`config.mk`:
```
export PLATFORM = sky130hd
export DESIGN_NAME = spms_top
export DESIGN_NICKNAME = d
export VERILOG_FILES = /design/src/rtl/spms_top.v
export VERILOG_INCLUDE_DIRS = /design/src /design/src/rtl
export SDC_FILE = /design/constraint.sdc
export NUM_CORES = 1
export LEC_CHECK = 0
export BUFFER_PORTS_ARGS = -buffer_cell sky130_fd_sc_hd__buf_2
export CAP_MARGIN = 20
export CELL_PAD_IN_SITES_DETAIL_PLACEMENT = 1
export CELL_PAD_IN_SITES_GLOBAL_PLACEMENT = 1
export CORE_MARGIN = 2
export CORE_UTILIZATION = 23
export DETAILED_ROUTE_END_ITERATION = 10
export GPL_ROUTABILITY_DRIVEN = 0
export PLACE_DENSITY_LB_ADDON = 0.1
export SLEW_MARGIN = 20
export SYNTH_ARGS = -nofsm -noshare
export SYNTH_HDL_FRONTEND = slang
export SYNTH_SLANG_ARGS = --single-unit
export TNS_END_PERCENT = 20
```
`constraint.sdc`:
```
create_clock -name clk -period 4.5 [get_ports clk]
set_input_delay 0.675 -clock clk [delete_from_list [all_inputs] [get_ports clk]]
set_output_delay 0.675 -clock clk [all_outputs]
set_load 0.02 [all_outputs]
```
`src/rtl/spms_map.vh`:
```
/*
 * Register map and field positions of the serial port.
 * Assumes a 32-bit APB bus with word-aligned registers.
 */
`ifndef SPMS_MAP_VH
`define SPMS_MAP_VH

// ----------------------------------------
// Register byte offsets
// ----------------------------------------
`define SPMS_CONTROL_OFS 8'h00
`define SPMS_STATUS_OFS 8'h04
`define SPMS_DATA_OFS 8'h08

// ----------------------------------------
// control_reg fields
// ----------------------------------------
`define SPMS_CTL_RATE2 7
`define SPMS_CTL_ENABLE 6
`define SPMS_CTL_SSIGN 5
`define SPMS_CTL_MASTER 4
`define SPMS_CTL_CLOCK_IDLE_LEVEL 3
`define SPMS_CTL_CLOCK_SAMPLE_PHASE 2
`define SPMS_CTL_RATE1 1
`define SPMS_CTL_RATE0 0
`define SPMS_CTL_RESET 8'h14

// ----------------------------------------
// status_control_reg fields
// ----------------------------------------
`define SPMS_ST_DONE 7
`define SPMS_ST_OVR 5
`define SPMS_ST_MODE_FAULT_FLAG 4
`define SPMS_ST_TXE 3
`define SPMS_ST_TXEIE 1

// ----------------------------------------
// Serial framing
// ----------------------------------------
`define SPMS_LAST_EDGE 4'hF
`define SPMS_BITS 4'h8

`endif

```
`src/rtl/spms_top.v`:
```
/*
 * Full-duplex serial port, master or slave, with APB register access.
 * Assumes one 250 MHz clock; SCK, MOSI, MISO and SS arrive from pins.
 */
`include "spms_map.vh"

// Overview of operation
// - Master write to data window starts transfer, byte loads shift register at once
// - Byte shifts in meanwhile; at end done flag sets and received byte copies out
// - Done flag clears on status read with flag set, then data read
// - Slave with phase clear moves complete received byte at once and sets done flag
// - Late slave write leaves previous shift register content to transmit
// - Idle level and sample phase select four clock formats
// - Phase clear samples on leaving idle; set samples on returning idle
// - Phase clear: MSB before first edge, SS fall starts each transfer
// - Phase set: first SCK edge starts transfer, SS may stay low
// - Queued byte follows the current one with no gap
// - Tx empty flag set while buffer free, cleared by data write
// - Slave with nothing queued sends the last byte received
// - Master mode fault sets flag, requests interrupt, clears enable and master
// - Mode fault clears on status read then control write; that same write may set enable again
// - SS ignore: no master mode fault; master unselected, slave selected with phase set
// - Slave sets mode fault when SS rises after selection
// - Slave transfer starts on SS fall, ends when SCK returns idle
// - Slave SS high: MISO released, counter cleared, SCK ignored
// - Byte arriving while previous unread sets overrun and is dropped
// - Done flag requests only with tx irq enable clear; mode fault only with SS ignore clear
// - Tx empty flag requests only with tx irq enable set
// - Master SCK is clock divided by 4 to 128; codes 000, 111 invalid
// - SS ignore suppresses mode fault requests; slave ignores it with phase clear
module spms_top (
    input wire clk,
    input wire srst,
    input wire psel,
    input wire penable,
    input wire pwrite,
    input wire [7:0] paddr,
    input wire [31:0] pwdata,
    output reg [31:0] prdata,
    output reg pready,
    output reg pslverr,
    input wire sck_i,
    output reg sck_o,
    output reg sck_oe,
    input wire mosi_i,
    output reg mosi_o,
    output reg mosi_oe,
    input wire miso_i,
    output reg miso_o,
    output reg miso_oe,
    input wire ss_n_i,
    output reg xfer_irq,
    output reg tx_irq,
    output reg mode_fault_flag_irq
);

// ----------------------------------------
// Rate decode
// ----------------------------------------
function [6:0] half_period;
    input [2:0] code;
    begin
        case (code)
            3'h1: half_period = 7'h02;
            3'h2: half_period = 7'h04;
            3'h3: half_period = 7'h08;
            3'h4: half_period = 7'h10;
            3'h5: half_period = 7'h20;
            3'h6: half_period = 7'h40;
            default: half_period = 7'h00;
        endcase
    end
endfunction

// ----------------------------------------
// State
// ----------------------------------------
reg [7:0] ctl;
reg done;
reg overrun_flag;
reg mode_fault_flag;
reg txeie;
reg tx_full;
reg [7:0] tx_data;
reg [7:0] rx_data;
reg [7:0] sr;
reg in_bit;
reg out_q;
reg busy;
reg [3:0] edge_cnt;
reg [3:0] bit_cnt;
reg [6:0] div_cnt;
reg done_armed;
reg mode_fault_flag_armed;
reg [2:0] sck_s;
reg [2:0] ss_s;
reg [2:0] mosi_s;
reg [2:0] miso_s;
reg sck_f;
reg ss_f;
reg mosi_f;
reg miso_f;
reg sel_q;

wire en = ctl[`SPMS_CTL_ENABLE];
wire mst = ctl[`SPMS_CTL_MASTER];
wire clock_idle_level = ctl[`SPMS_CTL_CLOCK_IDLE_LEVEL];
wire clock_sample_phase = ctl[`SPMS_CTL_CLOCK_SAMPLE_PHASE];
wire ssign = ctl[`SPMS_CTL_SSIGN];
wire [2:0] rate = {ctl[`SPMS_CTL_RATE2], ctl[`SPMS_CTL_RATE1], ctl[`SPMS_CTL_RATE0]};
wire [6:0] half = half_period(rate);
wire rate_ok = (half != 7'h00);

// ----------------------------------------
// APB decode
// ----------------------------------------
wire setup = psel && !penable;
wire acc = psel && penable && pready;
wire wr_ctl = acc && pwrite && (paddr == `SPMS_CONTROL_OFS);
wire wr_st = acc && pwrite && (paddr == `SPMS_STATUS_OFS);
wire wr_dat = acc && pwrite && (paddr == `SPMS_DATA_OFS);
wire rd_st = acc && !pwrite && (paddr == `SPMS_STATUS_OFS);
wire rd_dat = acc && !pwrite && (paddr == `SPMS_DATA_OFS);
wire mapped = (paddr == `SPMS_CONTROL_OFS) || (paddr == `SPMS_STATUS_OFS)
    || (paddr == `SPMS_DATA_OFS);

reg [7:0] st_view;
always @*
begin
    st_view = 8'h00;
    st_view[`SPMS_ST_DONE] = done;
    st_view[`SPMS_ST_OVR] = overrun_flag;
    st_view[`SPMS_ST_MODE_FAULT_FLAG] = mode_fault_flag;
    st_view[`SPMS_ST_TXE] = !tx_full;
    st_view[`SPMS_ST_TXEIE] = txeie;
end

// ----------------------------------------
// Pin synchronisers
// ----------------------------------------
always @(posedge clk)
begin
    if (srst)
    begin
        sck_s <= 3'h0;
        ss_s <= 3'h7;
        mosi_s <= 3'h0;
        miso_s <= 3'h0;
        sck_f <= 1'b0;
        ss_f <= 1'b1;
        mosi_f <= 1'b0;
        miso_f <= 1'b0;
    end
    else
    begin
        sck_s <= {sck_s[1:0], sck_i};
        ss_s <= {ss_s[1:0], ss_n_i};
        mosi_s <= {mosi_s[1:0], mosi_i};
        miso_s <= {miso_s[1:0], miso_i};
        if (sck_s[1] == sck_s[2])
            sck_f <= sck_s[2];
        if (ss_s[1] == ss_s[2])
            ss_f <= ss_s[2];
        if (mosi_s[1] == mosi_s[2])
            mosi_f <= mosi_s[2];
        if (miso_s[1] == miso_s[2])
            miso_f <= miso_s[2];
    end
end

// ----------------------------------------
// Slave edge events
// ----------------------------------------
wire sck_new = (sck_s[1] == sck_s[2]) ? sck_s[2] : sck_f;
wire ss_new = (ss_s[1] == ss_s[2]) ? ss_s[2] : ss_f;
wire slv_ssign = ssign && clock_sample_phase;
wire slv_sel = en && !mst && (slv_ssign || !ss_f);
wire sck_edge = slv_sel && (sck_new != sck_f);
wire s_lead = sck_edge && (sck_new != clock_idle_level);
wire s_trail = sck_edge && (sck_new == clock_idle_level);
wire s_sample = clock_sample_phase ? s_trail : s_lead;
wire s_drive = clock_sample_phase ? s_lead : s_trail;
wire s_end = s_trail && (bit_cnt == `SPMS_BITS);
wire ss_fall = en && !mst && !slv_ssign && ss_f && !ss_new;
wire ss_rise = en && !mst && !slv_ssign && !ss_f && ss_new;

// ----------------------------------------
// Master clock events
// ----------------------------------------
wire tick = busy && mst && (div_cnt == 7'h01);
wire m_lead = tick && !edge_cnt[0];
wire m_trail = tick && edge_cnt[0];
wire m_sample = clock_sample_phase ? m_trail : m_lead;
wire m_drive = clock_sample_phase ? m_lead : m_trail;
wire m_end = m_trail && (edge_cnt == `SPMS_LAST_EDGE);
wire m_start = en && mst && rate_ok && !busy && tx_full;
wire m_fault = en && mst && !ssign && !ss_f;

wire xfer_end = m_end || s_end;
wire sample = m_sample || s_sample;
wire drive = m_drive || s_drive;
wire [7:0] rx_next = {sr[6:0], in_bit};
wire in_now = mst ? miso_f : mosi_f;
wire [7:0] xfer_byte = {sr[6:0], clock_sample_phase ? in_now : in_bit};

// ----------------------------------------
// Shift engine
// ----------------------------------------
always @(posedge clk)
begin
    if (srst || !en)
    begin
        sr <= 8'h00;
        in_bit <= 1'b0;
        out_q <= 1'b0;
        busy <= 1'b0;
        edge_cnt <= 4'h0;
        bit_cnt <= 4'h0;
        div_cnt <= 7'h00;
        sck_o <= clock_idle_level;
    end
    else
    begin
        if (!mst && !slv_sel)
            bit_cnt <= 4'h0;
        if (sample)
        begin
            in_bit <= mst ? miso_f : mosi_f;
            bit_cnt <= bit_cnt + 4'h1;
        end
        if (drive)
            out_q <= clock_sample_phase ? sr[7] : sr[6];
        if (sample && clock_sample_phase)
            sr <= {sr[6:0], mst ? miso_f : mosi_f};
        else if (drive && !clock_sample_phase)
            sr <= rx_next;
        if (m_start)
        begin
            sr <= tx_data;
            out_q <= tx_data[7];
            busy <= 1'b1;
            edge_cnt <= 4'h0;
            div_cnt <= half;
        end
        else if (tick)
        begin
            sck_o <= !sck_o;
            edge_cnt <= edge_cnt + 4'h1;
            div_cnt <= half;
            if (m_end && tx_full)
            begin
                sr <= tx_data;
                out_q <= tx_data[7];
            end
            else if (m_end)
                busy <= 1'b0;
        end
        else if (busy && mst)
            div_cnt <= div_cnt - 7'h01;
        if (!busy && mst)
            sck_o <= clock_idle_level;
        if (s_end)
        begin
            bit_cnt <= 4'h0;
            if (tx_full)
            begin
                sr <= tx_data;
                out_q <= tx_data[7];
            end
            else
            begin
                sr <= xfer_byte;
                out_q <= xfer_byte[7];
            end
        end
        if (ss_fall)
        begin
            bit_cnt <= 4'h0;
            if (tx_full)
            begin
                sr <= tx_data;
                out_q <= tx_data[7];
            end
            else
                out_q <= sr[7];
        end
    end
end

// ----------------------------------------
// Registers and flags
// ----------------------------------------
wire tx_take = m_start || (m_end && tx_full) || ((s_end || ss_fall) && tx_full);

always @(posedge clk)
begin
    if (srst)
    begin
        ctl <= `SPMS_CTL_RESET;
        done <= 1'b0;
        overrun_flag <= 1'b0;
        mode_fault_flag <= 1'b0;
        txeie <= 1'b0;
        tx_full <= 1'b0;
        tx_data <= 8'h00;
        rx_data <= 8'h00;
        done_armed <= 1'b0;
        mode_fault_flag_armed <= 1'b0;
        sel_q <= 1'b0;
    end
    else
    begin
        sel_q <= !mst && en && !slv_ssign && !ss_f;
        if (rd_st && prdata[`SPMS_ST_DONE])
            done_armed <= 1'b1;
        if (rd_st && prdata[`SPMS_ST_MODE_FAULT_FLAG])
            mode_fault_flag_armed <= 1'b1;
        if (rd_dat && done_armed)
        begin
            done <= 1'b0;
            overrun_flag <= 1'b0;
            done_armed <= 1'b0;
        end
        if (wr_st)
            txeie <= pwdata[`SPMS_ST_TXEIE];
        if (wr_ctl)
        begin
            ctl <= pwdata[7:0];
            if (mode_fault_flag && !mode_fault_flag_armed)
                ctl[`SPMS_CTL_ENABLE] <= 1'b0;
            if (mode_fault_flag_armed)
            begin
                mode_fault_flag <= 1'b0;
                mode_fault_flag_armed <= 1'b0;
            end
        end
        if (tx_take || !en)
            tx_full <= 1'b0;
        if (wr_dat && en)
        begin
            tx_data <= pwdata[7:0];
            tx_full <= 1'b1;
        end
        if (xfer_end)
        begin
            if (done)
                overrun_flag <= 1'b1;
            else
                rx_data <= xfer_byte;
            done <= 1'b1;
        end
        if (m_fault)
        begin
            mode_fault_flag <= 1'b1;
            ctl[`SPMS_CTL_ENABLE] <= 1'b0;
            ctl[`SPMS_CTL_MASTER] <= 1'b0;
        end
        if (ss_rise && sel_q)
            mode_fault_flag <= 1'b1;
    end
end

// ----------------------------------------
// Bus answer and pin drivers
// ----------------------------------------
always @(posedge clk)
begin
    if (srst)
    begin
        prdata <= 32'h00000000;
        pready <= 1'b0;
        pslverr <= 1'b0;
        sck_oe <= 1'b0;
        mosi_o <= 1'b0;
        mosi_oe <= 1'b0;
        miso_o <= 1'b0;
        miso_oe <= 1'b0;
        xfer_irq <= 1'b0;
        tx_irq <= 1'b0;
        mode_fault_flag_irq <= 1'b0;
    end
    else
    begin
        pready <= setup;
        pslverr <= setup && !mapped;
        if (setup)
        begin
            case (paddr)
                `SPMS_CONTROL_OFS: prdata <= {24'h000000, ctl};
                `SPMS_STATUS_OFS: prdata <= {24'h000000, st_view};
                `SPMS_DATA_OFS: prdata <= {24'h000000, rx_data};
                default: prdata <= 32'h00000000;
            endcase
        end
        sck_oe <= en && mst;
        mosi_oe <= en && mst;
        mosi_o <= out_q;
        miso_o <= out_q;
        miso_oe <= slv_sel;
        xfer_irq <= done && !txeie;
        tx_irq <= !tx_full && txeie;
        mode_fault_flag_irq <= mode_fault_flag && !ssign;
    end
end

endmodule // spms_top

```
==> results.md <==
### Synth
- dfxtp_1 — top_reg_cell synth
- 64 — number of distinct standard cells referenced by the synthesized netlist
- 0 — number of warnings printed during yosys synthesis
- simple AND/OR/NAND/NOR gates — dominant combinational cell family by area after synthesis
- 8.43 um^2 — syn_area_per_cell
- dfxtp_1 — top-count cell post-synth
- 91 — flop and latch count out of synthesis
- 1 — count of flip-flops with a built-in enable after synthesis
- 4640 um^2 — Post-Synthesis Cell Area
- dfxtp_1, nand2_1, nor2_1 — leading post-synthesis cells by instance count
- 0.0207 — xor and xnor fraction of the mapped netlist area
- 0.0499 — multiplexer area fraction after synthesis
- 0.395 — fraction of the yosys area taken by sequential cells
- 0.202 — compound-cell area share of the yosys netlist
- 0.233 — post-synthesis simple-gate area fraction
- dfxtp_1, mux2i_1, buf_4, nand2_1, a21oi_1 — synth top area cells
- dfxtp_1 — leading area contributor after synthesis
- 0 — async set-or-reset flop fraction in the synthesized netlist
- 0.0135 — post-synthesis share of cell area spent on full adders, half adders and majority gates
- 551 — Post-Syn Instances
- 0.388 — share of the synthesized area in the top cell type

### Die
- 0.236 — initial core utilization
- 92 — total I/O pin count
- 19700 um^2 — area of the core
- 51 — number of placement rows
- 21300 um^2 — floorplan die area
- 146 um — die outline height
- 146 um — horizontal die dimension

### Cells and area
- 624 — final net count
- 13.8% — area growth from synthesis to final layout
- 0.137 — fraction of layout cells with a size suffix above 1
- 0 — number of antenna cells inserted
- 0.269 — core utilization of the finished layout

### Critical path
- 17 — maximum fanout count along the critical path
- div_cnt[0] — Setup crit start
- 3.23 ns — arrival time worst endpoint
- flop — type of element capturing the critical path
- 0.61 ns — longest individual stage delay on the worst path
- nand3_1 — library cell contributing the largest single delay on the critical path
- 4.76 ns — required time of the worst setup path
- ha_1, nor4b_2, nand3_1, and3_4, or4_1, a221oi_1 — list of cells traversed by the critical path
- flop — critical path startpoint category
- flop to flop — worst setup path class
- div_cnt[0] — startpoint of the lowest-slack register-to-register path
- 6 — Worst Reg-to-Reg Cells
- 1.53 ns — slack of the worst reg-to-reg path
- bit_cnt[3] — capturing point of the worst reg2reg path

### Global routing
- 36 — maximum number of pins on one net before global-route repair
- 0 — GR Overflow Total
- 0.142 — overall routing resource usage
- 0 — antenna violations before repair
- 23900 um — wire length of the first global-routing pass
- 4212 — number of global-route vias before repair

### Route
- 195 — initial DRC count
- 4 — DR pass1 iterations
- 17.8 um — post-DR wirelength/cell
- 4116 — via count of the routed design
- 0 — post-route ant nets
- 14900 um — routed wire length
- 0 — total DRC errors in the routed layout
- 4.90 — average via count per standard cell

### Min path
- 1 — cell depth of the worst hold path
- ss_s[1] — terminating pin of the worst hold path
- flop to flop — type of the most critical hold path
- ss_s[0] — start point of the worst hold path

### CTS
- 0 — number of gates resized after CTS
- yes — TritonCTS clock tree
- clkbuf_16 — Clock Tree Root
- 9 — cts bufs inserted
- 0.35 ns — clock latency of the later-clocked register in the worst-skew pair
- 2 — Clock Tree Buf Depth
- 3 — H-tree levels
- 0 — number of hold buffers added after CTS
- 91 — TritonCTS Sinks
- 0 — post-CTS setup buffer count
- 0.07 ns — CTS clock-pin slew for the worst setup and hold paths

### Placement
- 10800 um — half-perimeter wire length after placement
- 43 — quantity of I/O buffers inserted on ports

### Pwr
- 329 nW/um^2 — pwr/cell area
- 0.186 mV — worst ir drop on vdd
- 1.93 nW — leakage dissipation

### Outcome
- finished clean — status

### Timing
- 0 — pins over their slew limit
- 0.424 ns — WHS
- 2.97 ns — min cycle time layout
- 0.00641 ns — Clock Skews
- 0.345 — worst rel slew slack
- 0.979 ns — transition time of the tightest slew-check pin
- 0.660 — period utilization
- 0 — count of final hold-check violations
- false — RSZ-0062 raised after global routing
- 0 — setup violation total in the final timing report
- 0 ns — setup_tns
- 0.337 GHz — Fmax

### Run
- 0 — number of maximum-capacitance constraint violations

critical path: cells and delay by family, from the launching register on:
family,cells,cell delay [ns]
AO/OA/AOI/OAI,1,0.26
adder cells (fa/ha/maj),1,0.18
flip-flops,1,0.40
AND/OR/NAND/NOR,4,2.05
state kept, by name, summed over array words and instances (netlist names), 3 cells and up:
register  cells
sck_s         3
tx_data       8
prdata        8
miso_s        3
ctl           8
div_cnt       7
mosi_s        3
rx_data       8
bit_cnt       4
edge_cnt      4
ss_s          3
sr            8
how the worst max path moves through the flow:
stage            endpoint  cells after the start
3_3_place_gp   bit_cnt[3]                      5
2_1_floorplan  tx_data[0]                      7
5_1_grt        bit_cnt[3]                      7
3_5_place_dp   bit_cnt[3]                      5
4_1_cts        bit_cnt[3]                      5
6_report       bit_cnt[3]                      6
metrics by stage:
stage          area, um^2  worst slack, ns  instances  power (mW)
6_report             5290             1.53        840        1.74
5_1_grt              5290             1.36        840        1.81
4_1_cts              5290             1.53        840        1.77
3_5_place_dp         4950             1.59        824       0.894
3_3_place_gp         4950             1.58        824       0.894
2_1_floorplan        4730             1.99        574       0.890
cell families (layout without fill, tap and decap cells):
family          count (synthesis)  after routing
simple gates                  201            201
compound gates                145            145
flops                          91             91
buf+inv                        74             75
mux                            23             23
xor+xnor                       11             11
fa+ha+maj                       5              5
other cells                     1             24
area by class of cell:
type | instances | area, um^2
tap | 265 | 332
timing repair buffer | 47 | 245
clock buffer | 10 | 239
fill | 2352 | 14400
multi-input combinational | 409 | 2500
clock inverter | 6 | 93.8
sequential | 91 | 1830
inverter | 12 | 45.0
report_power, final:
| part | switching (mW) | total, mW | internal [mW] |
|---|---|---|---|
| sequential | 0.00306 | 0.814 | 0.811 |
| clock | 0.357 | 0.865 | 0.509 |
| combinational | 0.0451 | 0.0606 | 0.0155 |
cell usage in the layout (no fill, tap or decap), types with 8 or more instances in the layout:
| master | netlist | layout |
|---|---|---|
| nor4_1 | 11 | 11 |
| nor2_1 | 40 | 40 |
| o21ai_0 | 33 | 33 |
| o211ai_1 | 9 | 9 |
| dfxtp_1 | 90 | 90 |
| a211oi_1 | 8 | 8 |
| nor3_1 | 9 | 9 |
| inv_1 | 10 | 10 |
| buf_2 | 4 | 43 |
| clkbuf_16 | 0 | 9 |
| nand2_1 | 53 | 53 |
| a21oi_1 | 39 | 39 |
| a22oi_1 | 12 | 12 |
| and3_1 | 10 | 10 |
| nand3_1 | 18 | 18 |
| nor2b_1 | 13 | 13 |
| mux2i_1 | 22 | 22 |
| conb_1 | 1 | 24 |
routing by layer:
| layer | GRT usage | vias to the layer above | part of all wire |
|---|---|---|---|
| li1 | - | 1986 | - |
| met1 | 0.199 | 2062 | 0.50 |
| met2 | 0.225 | 55 | 0.46 |
| met3 | 0.0225 | 13 | 0.026 |
| met4 | 0.0413 | 0 | 0.013 |
| met5 | 0 | - | 0 |
No activity file was read; power rests on OpenSTA's default activity.
